--- config.mk ---
export PLATFORM = sky130hd
export DESIGN_NAME = i2c_push_pull_output_port
export DESIGN_NICKNAME = d
export VERILOG_FILES = /design/src/unused_placeholder_none.v /design/src/i2c_push_pull_output_port.v
export VERILOG_INCLUDE_DIRS = /design/src
export SDC_FILE = /design/constraint.sdc
export NUM_CORES = 1
export LEC_CHECK = 0
export ABC_AREA = 1
export BUFFER_PORTS_ARGS = -buffer_cell sky130_fd_sc_hd__buf_2
export CORE_MARGIN = 5
export CORE_UTILIZATION = 64
export CTS_BUF_LIST = sky130_fd_sc_hd__clkbuf_16
export DETAILED_ROUTE_END_ITERATION = 8
export PLACE_DENSITY = 0.84
export SYNTH_ARGS = -nofsm -noshare
export SYNTH_HDL_FRONTEND = slang
export SYNTH_SLANG_ARGS = --single-unit
--- constraint.sdc ---
create_clock -name ref_clk -period 2.12 [get_ports ref_clk]
set_input_delay 0.424 -clock ref_clk [delete_from_list [all_inputs] [get_ports ref_clk]]
set_output_delay 0.424 -clock ref_clk [all_outputs]
set_load 0.005 [all_outputs]
--- src/port_expander_map.vh ---
`ifndef PORT_EXPANDER_MAP_VH
`define PORT_EXPANDER_MAP_VH
// fixed upper slave address bits
`define ADDR_FIXED_HI 3'h5
// address code per select pin wiring: low group gives bits 1..0
`define SEL_LO_GND 2'h0
`define SEL_LO_VCC 2'h1
`define SEL_LO_SCL 2'h2
`define SEL_LO_SDA 2'h3
// high group gives bits 3..2
`define SEL_HI_SCL 2'h0
`define SEL_HI_SDA 2'h1
`define SEL_HI_GND 2'h2
`define SEL_HI_VCC 2'h3
// bit index of the last bit in a byte
`define LAST_BIT 3'h7
// wiring classes of a select pin
`define WIRE_GND 2'h0
`define WIRE_VCC 2'h1
`define WIRE_SCL 2'h2
`define WIRE_SDA 2'h3
// edges after reset release before the select levels have crossed both flops
`define SYNC_SETTLE 2'h2
`endif

--- src/unused_placeholder_none.v ---
`timescale 1ns/10ps
`default_nettype none
`default_nettype wire
--- src/i2c_push_pull_output_port.v ---
// Functional notes
// - read address: acknowledge, capture pins during ack
// - read data comes from pin levels
// - externally forced pin level is reported
// - multibyte read recaptures pins at every ack
// - write address: acknowledge, sample pins during ack
// - acknowledge each written byte, drive outputs
// - each byte sets all outputs at once
// - eighth bit: low write, high read
// - address 101 plus four decoded select bits
// - reset pin aborts transfer, keeps output latch
// - select pins set power-up output group levels
`timescale 1ns/10ps
`default_nettype none
`include "port_expander_map.vh"
module i2c_push_pull_output_port #(
  parameter WIDTH = 8
) (
  // clock and chip reset
  input wire ref_clk,
  input wire nrst,
  // serial bus pins
  input wire scl_in,
  input wire sda_in,
  output reg sda_out_q,
  output reg sda_oe_q,
  // interface reset pin
  input wire bus_rst_n,
  // address select pins
  input wire addr_sel_low_group,
  input wire addr_sel_high_group,
  // port outputs and their readback
  output reg [WIDTH-1:0] port_out_q,
  input wire [WIDTH-1:0] port_pin_in
);
  // ----------------------------------------------------------------
  // synchronisers
  // ----------------------------------------------------------------
  reg [4+WIDTH:0] meta_q;
  reg [4+WIDTH:0] sync_q;
  reg scl_d1_q;
  reg sda_d1_q;
  wire scl_s = sync_q[0];
  wire sda_s = sync_q[1];
  wire rst_s_n = sync_q[2];
  wire sel_lo_s = sync_q[3];
  wire sel_hi_s = sync_q[4];
  wire [WIDTH-1:0] pins_s = sync_q[4+WIDTH:5];
  always @(posedge ref_clk) begin
    if (!nrst) begin
      meta_q <= {(5+WIDTH){1'b1}};
      sync_q <= {(5+WIDTH){1'b1}};
      scl_d1_q <= 1'b1;
      sda_d1_q <= 1'b1;
    end else begin
      meta_q <= {port_pin_in, addr_sel_high_group, addr_sel_low_group, bus_rst_n, sda_in, scl_in};
      sync_q <= meta_q;
      scl_d1_q <= scl_s;
      sda_d1_q <= sda_s;
    end
  end
  wire scl_rise = scl_s & ~scl_d1_q;
  wire scl_fall = ~scl_s & scl_d1_q;
  wire start_cond = scl_s & scl_d1_q & ~sda_s & sda_d1_q;
  wire stop_cond = scl_s & scl_d1_q & sda_s & ~sda_d1_q;

  // ----------------------------------------------------------------
  // select pin wiring detection
  // ----------------------------------------------------------------
  // a pin that tracked scl or sda for the whole transmission so far is
  // taken as wired to that line; otherwise its level decides
  function [1:0] classify;
    input ne_scl;
    input ne_sda;
    input level;
    begin
      if (!ne_scl)
        classify = `WIRE_SCL;
      else if (!ne_sda)
        classify = `WIRE_SDA;
      else if (level)
        classify = `WIRE_VCC;
      else
        classify = `WIRE_GND;
    end
  endfunction
  reg lo_ne_scl_q, lo_ne_sda_q, hi_ne_scl_q, hi_ne_sda_q;
  wire [1:0] lo_wire = classify(lo_ne_scl_q, lo_ne_sda_q, sel_lo_s);
  wire [1:0] hi_wire = classify(hi_ne_scl_q, hi_ne_sda_q, sel_hi_s);
  reg [1:0] lo_code;
  reg [1:0] hi_code;
  always @* begin
    case (lo_wire)
      `WIRE_GND: lo_code = `SEL_LO_GND;
      `WIRE_VCC: lo_code = `SEL_LO_VCC;
      `WIRE_SCL: lo_code = `SEL_LO_SCL;
      default: lo_code = `SEL_LO_SDA;
    endcase
    case (hi_wire)
      `WIRE_GND: hi_code = `SEL_HI_GND;
      `WIRE_VCC: hi_code = `SEL_HI_VCC;
      `WIRE_SCL: hi_code = `SEL_HI_SCL;
      default: hi_code = `SEL_HI_SDA;
    endcase
  end
  wire [6:0] my_addr = {`ADDR_FIXED_HI, hi_code, lo_code};

  // ----------------------------------------------------------------
  // bus state machine
  // ----------------------------------------------------------------
  localparam [6:0] ST_IDLE = 7'h01;
  localparam [6:0] ST_ADDR = 7'h02;
  localparam [6:0] ST_ACK_A = 7'h04;
  localparam [6:0] ST_WDATA = 7'h08;
  localparam [6:0] ST_ACK_W = 7'h10;
  localparam [6:0] ST_RDATA = 7'h20;
  localparam [6:0] ST_RACK = 7'h40;
  reg [6:0] state_q;
  reg [2:0] cnt_q;
  reg [7:0] shift_q;
  reg [WIDTH-1:0] snap_q;
  reg read_q;
  reg mack_q;
  reg [1:0] init_q;
  reg byte_done_q;
  always @(posedge ref_clk) begin
    if (!nrst) begin
      state_q <= ST_IDLE;
      cnt_q <= 3'h0;
      shift_q <= 8'h00;
      snap_q <= {WIDTH{1'b0}};
      read_q <= 1'b0;
      mack_q <= 1'b0;
      init_q <= 2'h0;
      byte_done_q <= 1'b0;
      sda_out_q <= 1'b0;
      sda_oe_q <= 1'b0;
      port_out_q <= {WIDTH{1'b0}};
      lo_ne_scl_q <= 1'b0;
      lo_ne_sda_q <= 1'b0;
      hi_ne_scl_q <= 1'b0;
      hi_ne_sda_q <= 1'b0;
    end else begin
      // power-up levels are taken once synchronised select levels exist;
      // pins tied to the bus lines read high here through the pullups;
      // the chain still shows its reset fill for the first two edges
      if (init_q != 2'h3) begin
        init_q <= init_q + 2'h1;
      end
      if (init_q == `SYNC_SETTLE) begin
        port_out_q <= {{(WIDTH/2){sel_hi_s}}, {(WIDTH/2){sel_lo_s}}};
      end
      if (state_q != ST_IDLE) begin
        lo_ne_scl_q <= lo_ne_scl_q | (sel_lo_s ^ scl_s);
        lo_ne_sda_q <= lo_ne_sda_q | (sel_lo_s ^ sda_s);
        hi_ne_scl_q <= hi_ne_scl_q | (sel_hi_s ^ scl_s);
        hi_ne_sda_q <= hi_ne_sda_q | (sel_hi_s ^ sda_s);
      end
      if (!rst_s_n || stop_cond) begin
        // abort: the output latch is left alone
        state_q <= ST_IDLE;
        sda_oe_q <= 1'b0;
        cnt_q <= 3'h0;
        byte_done_q <= 1'b0;
      end else if (start_cond) begin
        state_q <= ST_ADDR;
        sda_oe_q <= 1'b0;
        cnt_q <= 3'h0;
        byte_done_q <= 1'b0;
        lo_ne_scl_q <= 1'b0;
        lo_ne_sda_q <= 1'b0;
        hi_ne_scl_q <= 1'b0;
        hi_ne_sda_q <= 1'b0;
      end else begin
        case (state_q)
          ST_IDLE: begin
            sda_oe_q <= 1'b0;
          end
          ST_ADDR, ST_WDATA: begin
            // bits are counted on rising scl so the fall closing a start
            // condition is not taken as the end of a bit
            if (scl_rise) begin
              shift_q <= {shift_q[6:0], sda_s};
              cnt_q <= cnt_q + 3'h1;
              byte_done_q <= (cnt_q == `LAST_BIT);
            end
            if (scl_fall) begin
              if (byte_done_q) begin
                byte_done_q <= 1'b0;
                if (state_q == ST_WDATA) begin
                  port_out_q <= shift_q[WIDTH-1:0];
                  sda_oe_q <= 1'b1;
                  state_q <= ST_ACK_W;
                end else if (shift_q[7:1] == my_addr) begin
                  read_q <= shift_q[0];
                  sda_oe_q <= 1'b1;
                  state_q <= ST_ACK_A;
                end else begin
                  state_q <= ST_IDLE;
                end
              end
            end
          end
          ST_ACK_A: begin
            if (scl_rise) begin
              snap_q <= pins_s;
            end
            if (scl_fall) begin
              if (read_q) begin
                shift_q <= snap_q;
                sda_oe_q <= ~snap_q[WIDTH-1];
                state_q <= ST_RDATA;
              end else begin
                sda_oe_q <= 1'b0;
                state_q <= ST_WDATA;
              end
            end
          end
          ST_ACK_W: begin
            if (scl_fall) begin
              sda_oe_q <= 1'b0;
              state_q <= ST_WDATA;
            end
          end
          ST_RDATA: begin
            if (scl_fall) begin
              if (cnt_q == `LAST_BIT) begin
                cnt_q <= 3'h0;
                sda_oe_q <= 1'b0;
                state_q <= ST_RACK;
              end else begin
                cnt_q <= cnt_q + 3'h1;
                shift_q <= {shift_q[6:0], 1'b0};
                sda_oe_q <= ~shift_q[6];
              end
            end
          end
          ST_RACK: begin
            if (scl_rise) begin
              mack_q <= ~sda_s;
              snap_q <= pins_s;
            end
            if (scl_fall) begin
              if (mack_q) begin
                shift_q <= snap_q;
                sda_oe_q <= ~snap_q[WIDTH-1];
                state_q <= ST_RDATA;
              end else begin
                // line stays released until the next start
                state_q <= ST_IDLE;
              end
            end
          end
          default: begin
            state_q <= ST_IDLE;
          end
        endcase
      end
    end
  end
endmodule
`default_nettype wire

==> flow_summary.yaml, run 1 <==
layout:
  final_area_um2: 3710
  fillers: 366
  multi_input_area_um2: 1560
  antennaDiodeCount: 0
  ff_latch_area_um2: 1440
  post-route-util: 0.735
  area_delta_synth_final_pct: 13.5
  final_cells: 534
  drive_gt1_frac: 0.237
  nNetsFinal: 478
critical_path:
  crit_path_max_incr_delay_ns: 0.38
  arrival_ns: 1.93
  crit_slowest_cell: "dfxtp_1"
  crit_chain: "inv_1 -> nand2_2 -> nor2_1 -> nand2_1 -> inv_2 -> nand3_2 -> nor2_1 -> a211oi_2"
  path_common_cell: "nor2_1"
  setup.worst_path.end_class: "flip-flop"
  criticalPathCategory: "flip-flop to flip-flop"
  path_max_fanout: 16
  crit_required_ns: 2.32
  cp-start-kind: "flip-flop"
  critPathBufInv: 2
  cp_top_family: "simple AND/OR/NAND/NOR gates"
yosys:
  yosys_register_bits: 72
  synth_nets: 452
  yosysTopAreaCellShare: 0.441
  yosysWarnings: 0
  ys_seq_area_frac: 0.441
  synthTopCellsByArea: "dfxtp_1, nand2_1, nor2_1, or2_2, a21oi_1"
  netlist_instances: 433
  yosysTopAreaCell: "dfxtp_1"
  synth.distinct_cells: 30
  syn_avg_cell_area_um2: 7.54
  netlist_area_um2: 3270
cts:
  cts_buffers: 9
  cts_tree: "done"
  clkLatencyLatePin_ns: 0.33
  ctsHoldBuffers: 0
  cts_max_level: 3
  cts_max_path_buffers: 2
  numClockSinks: 72
  clock-root-buffer: "clkbuf_16"
  cts_setup_buffers: 0
  clkSlewWorstSetupHoldPaths_ns: 0.06
  cts_resized: 0
floorplanning:
  core_area_um2: 5040
  io_pins: 25
  fp.dieH_um: 81.4
  dieWidth_um: 81.4
  num_rows: 26
  start_util: 0.648
  dieArea_um2: 6630
timing:
  finalCritPeriodShare: 0.819
  min_period_ns: 1.74
  report.final.slew_viol_count: 0
  finalSetupViolCount: 0
  fin_worst_skew_ns: 0.00458
  tns_ns: 0
  finalHoldViolCount: 0
  fmax_mhz: 576
  grt_setup_unrepaired: "no"
  holdWs_ns: 0.273
grt:
  grt_util_met3: 0.0395
  busiest_layer: "met2"
  grt_pass1_vias: 2586
  grt_pass1_wl_mm: 11.4
  grtUsageTotal: 0.226
  antenna_found_initial: 0
  grt_max_degree: 26
  gr-total-overflow: 0
  grt_use_met1: 0.272
  met2_usage: 0.385
power_and_ir_drop:
  powerDensity_nw_per_um2: 1050
  power.leakage_nw: 1.75
  ir_worst_vdd_v: 0.000585
job:
  maxCapViolCount: 0
hold_path:
  hp-class: "primary input to flip-flop"
placement:
  dp.cells: 518
  gp_congestion: 0.941
  portBuffers: 23
  place_area_um2: 3420
  dp_hpwl_mm: 4.80
status:
  outcome: "finished, final reports clean"
route:
  dr.pass1.iters: 5
  postRouteAntennaNets: 0
  viasPerCell: 5.11
  detail_route.drc_violations: 0
  totalWireLength_mm: 6.70
  num_vias: 2728
  wl_per_cell_um: 12.6
  drt_iter0_drc: 202
-- cells in the final DEF (no fill, tap or decap), drive strengths merged --
cell,instances
nor2,88
nand2,86
dfxtp,72
inv,53
a21oi,32
o21ai,31
or2,26
buf,26
nand3,14
clkbuf,9
a211oi,8
xor2,4
ha,4
clkinv,3
nor3,1
nand3b,1
o221ai,1
o31ai,1
o22ai,1
conb,1
bufinv,1
clkinvlp,1
-- report_power, final --
group          switching, W  internal, W  total (W)  leakage (nW)
clock network      0.000546     0.000899    0.00144         0.142
registers          0.000120      0.00151    0.00163         0.590
logic              0.000527     0.000301   0.000827          1.02
-- synthesized netlist by cell type, drive strengths merged --
cell type and instances:
conb 1, a211oi 8, o31ai 1, o22ai 1, a21oi 32, buf 7, o21ai 31, nor3 1
o221ai 1, or2 26, nor2 88, xor2 4, nand3 14, clkbuf 4, ha 4, nand2 86
dfxtp 72, nand3b 1, inv 51
-- final cells by class --
type / count / share of cell area
clock buffer: 9 / 0.0607
clock inverter: 7 / 0.0169
inverter: 51 / 0.0530
multi-input combinational: 299 / 0.420
sequential: 72 / 0.389
tap: 70 / 0.0236
timing repair buffer: 26 / 0.0371
-- registers in the layout, indices dropped and copies added (netlist names), 2 cells and up --
name	cells
shift_q	8
state_q	7
port_out_q	8
snap_q	8
cnt_q	3
sync_q	13
init_q	2
meta_q	13
-- per-layer routing --
metal / wire length [um] / up-vias
li1: - / 1407
met1: 2880 / 1212
met2: 3210 / 92
met3: 443 / 17
met4: 166 / 0
met5: 0 / -
-- cells by family after synthesis --
| kind of cell | count (synthesis) | share of synthesized area |
|---|---|---|
| AND/OR/NAND/NOR | 216 | 0.313 |
| adder cells (fa/ha/maj) | 4 | 0.0153 |
| flip-flops | 72 | 0.441 |
| other | 1 | 0.00115 |
| buffers and inverters | 62 | 0.0820 |
| XOR/XNOR | 4 | 0.0107 |
| AO/OA/AOI/OAI | 74 | 0.137 |
-- through the flow --
stage               total power, W  setup slack (ns)
global route               0.00411             0.230
CTS                        0.00391             0.380
finish                     0.00390             0.384
floorplan                  0.00230             0.747
detailed placement         0.00246             0.410
global placement           0.00243             0.482
-- final timing paths --
| kind | from | end | slack (ns) | depth (start not counted) |
|---|---|---|---|---|
| max | sync_q[0] | port_out_q[5] | 0.38 | 8 |
| min | addr_sel_low_group | meta_q[3] | 0.27 | 2 |
| max reg2reg | sync_q[0] | port_out_q[5] | 0.38 | 8 |
| min reg2reg | meta_q[8] | sync_q[8] | 0.41 | 1 |
Note: power is estimated with default switching activity, not from simulation.
==> run 2: changes to the inputs <==
--- a/config.mk
+++ b/config.mk
@@ -9,10 +9,10 @@
 export ABC_AREA = 1
 export BUFFER_PORTS_ARGS = -buffer_cell sky130_fd_sc_hd__buf_2
 export CORE_MARGIN = 5
-export CORE_UTILIZATION = 64
+export CORE_UTILIZATION = 59
 export CTS_BUF_LIST = sky130_fd_sc_hd__clkbuf_16
 export DETAILED_ROUTE_END_ITERATION = 8
-export PLACE_DENSITY = 0.84
+export PLACE_DENSITY = 0.78
 export SYNTH_ARGS = -nofsm -noshare
 export SYNTH_HDL_FRONTEND = slang
 export SYNTH_SLANG_ARGS = --single-unit
==> constraint.sdc (replaced) <==
create_clock -name ref_clk -period 1.6 [get_ports ref_clk]
set_input_delay 0.32 -clock ref_clk [delete_from_list [all_inputs] [get_ports ref_clk]]
set_output_delay 0.32 -clock ref_clk [all_outputs]
set_load 0.005 [all_outputs]
==> run 2 against run 1 <==
Total power increased by 44%. Worst hold slack worse by 0.10 ns. Non-clock buffer count up 18. Clock-buffer cell count stayed put. Combinational power rose by 55%. Sequential power increased by 32%. Cell count is 3.9% higher. Utilization up 0.76 points. Wire length up 4.5%. Cell area rose by 9.0%. Sequential cell count is the same. Via count increased by 3.7%. Largest power group is now the clock network.
==> flow_summary.yaml, run 2 (same netlist as run 1, synthesis figures left out) <==
status:
  outcome: "finished, final reports clean"
placement:
  portBuffers: 23
  pre_cts_slack_ns: -0.0649
  gp_congestion: 0.884
  place_area_um2: 3510
  dp.cells: 530
  dp_hpwl_mm: 4.82
hold_path:
  min-delay-start: "sda_in"
  hp-class: "primary input to flip-flop"
power_and_ir_drop:
  clkPwrFrac: 0.389
  p_sw_frac: 0.308
  combPwrFrac: 0.228
  p_switching_w: 0.00173
  total_power_w: 0.00561
  p_int_w: 0.00389
  ir_worst_vdd_v: 0.000762
  powerDensity_nw_per_um2: 1390
  sequentialPowerShare: 0.382
  power.leakage_nw: 1.89
timing:
  min_period_ns: 1.56
  fin_ws_ns: 0.0412
  tns_ns: 0
  finalHoldViolCount: 0
  finalCritPeriodShare: 0.974
  tightest_slew_ns: 0.538
  slew-limit-headroom: 0.641
  report.final.slew_viol_count: 0
  fmax_mhz: 642
  grt_setup_unrepaired: "yes"
  finalSetupViolCount: 0
  fin_worst_skew_ns: 0.00491
route:
  drt_iter0_drc: 150
  dr.pass1.iters: 4
  postRouteAntennaNets: 0
  num_vias: 2828
  totalWireLength_mm: 7.01
  detail_route.drc_violations: 0
  viasPerCell: 5.10
  wl_per_cell_um: 12.6
layout:
  final_area_um2: 4040
  area_delta_synth_final_pct: 23.7
  final_cell_mix: "nor2_1, nand2_1, dfxtp_1"
  ff_latch_area_um2: 1460
  fillers: 418
  final_common_cell: "nor2_1"
  largestRegisters: "meta_q: 13 flops, sync_q: 13 flops"
  drive_gt1_frac: 0.337
  multi_input_area_um2: 1680
  final_cells: 555
  antennaDiodeCount: 0
  nNetsFinal: 497
critical_path:
  r2r-start: "state_q[0]"
  crit_slowest_cell: "dfxtp_2"
  path_common_cell: "nand2_4"
  setup.worst_path.start: "state_q[0]"
  criticalPathCategory: "flip-flop to flip-flop"
  cp_top_family: "simple AND/OR/NAND/NOR gates"
  setup.worst_path.end_class: "flip-flop"
  critPathBufInv: 1
  path_max_fanout: 8
  cp-start-kind: "flip-flop"
  arrival_ns: 1.78
  crit_chain: "nor2_4 -> nand2_4 -> nor2_4 -> buf_6 -> nand2_4 -> nand2_4 -> a21oi_2 -> nand3b_4 -> nand2_1 -> nand2_1 -> nor2_1"
  crit_required_ns: 1.82
  crit_path_max_incr_delay_ns: 0.34
cts:
  clock-root-buffer: "clkbuf_16"
  cts_tree: "done"
  cts_max_path_buffers: 2
  ctsHoldBuffers: 0
  cts_max_level: 3
  numClockSinks: 72
  cts_buffers: 9
  clkLatencyLatePin_ns: 0.33
  clkSlewWorstSetupHoldPaths_ns: 0.06
grt:
  antenna_found_initial: 0
  grt_max_degree: 28
  grt_pass1_wl_mm: 11.8
  grtUsageTotal: 0.204
  gr-total-overflow: 0
  grt_pass1_vias: 2771
floorplanning:
  num_rows: 27
  core_area_um2: 5440
  fp.dieH_um: 84.4
  dieWidth_um: 84.4
  start_util: 0.600
  dieArea_um2: 7120
  io_pins: 25
job:
  maxCapViolCount: 0
[run 2: changes by cell type in the layout (fill, tap and decap cells not counted), moves of 3 or more]
cell / change
nor2_2: +5
buf_4: +15
nand2_1: -10
nand2_2: +6
nand2_4: +5
dfxtp_1: -9
nor2_1: -7
o21ai_0: -3
inv_1: -3
dfxtp_2: +8
[run 2: power groups by stage]
stage / registers [W] / logic, W / clock network, W
5_1_grt: 0.00218 / 0.00144 / 0.00228
2_1_floorplan: 0.00215 / 0.000892 / 0
4_1_cts: 0.00214 / 0.00117 / 0.00220
3_3_place_gp: 0.00217 / 0.00108 / 0
6_report: 0.00215 / 0.00128 / 0.00218
3_5_place_dp: 0.00217 / 0.00112 / 0
[run 2: cell type report]
| class | count | share of cell area |
|---|---|---|
| repair buffers | 44 | 0.0725 |
| inverters | 51 | 0.0492 |
| well taps | 72 | 0.0223 |
| flip-flops and latches | 72 | 0.360 |
| multi-input cells | 300 | 0.415 |
| clock inverters | 7 | 0.0251 |
| clock buffers | 9 | 0.0557 |
[run 2: timing repair]
item	4_1_cts	5_1_grt
buffers inserted	3	5
pin swaps	6	13
resized for setup	10	39
gates cloned	1	0
endpoints found under the setup margin	8	31
[run 2: routing by layer]
metal  wire [um]  vias to the layer above  track usage  part of all wire
met5           0                        -            0                 0
met3         334                       21       0.0363             0.048
met2        3380                       76        0.345              0.48
met1        3090                     1281        0.250              0.44
met4         204                        0       0.0978             0.029
li1            -                     1450            -                 -
[run 2: final timing paths]
path | endpoint | slack [ns] | cells past startpoint
worst min-delay path | meta_q[1] | 0.17 | 2
worst max register to register | shift_q[0] | 0.04 | 11
worst max-delay path | shift_q[0] | 0.04 | 11
worst min register to register | sync_q[7] | 0.41 | 1
[run 2: metrics by stage]
| stage | util | hold WS (ns) |
|---|---|---|
| floorplan | - | 0.393 |
| global placement | 0.645 | 0.394 |
| detailed placement | 0.645 | 0.398 |
| CTS | 0.715 | 0.166 |
| global route | 0.743 | 0.171 |
| finish | 0.743 | 0.169 |
[run 2: worst reg2reg max path, stage by stage (launching register included)]
cell      delay (ns)
dfxtp_2         0.34
nor2_4          0.17
nand2_4         0.11
nor2_4          0.19
buf_6           0.15
nand2_4         0.05
nand2_4         0.07
a21oi_2         0.05
nand3b_4        0.14
nand2_1         0.08
nand2_1         0.06
nor2_1          0.04
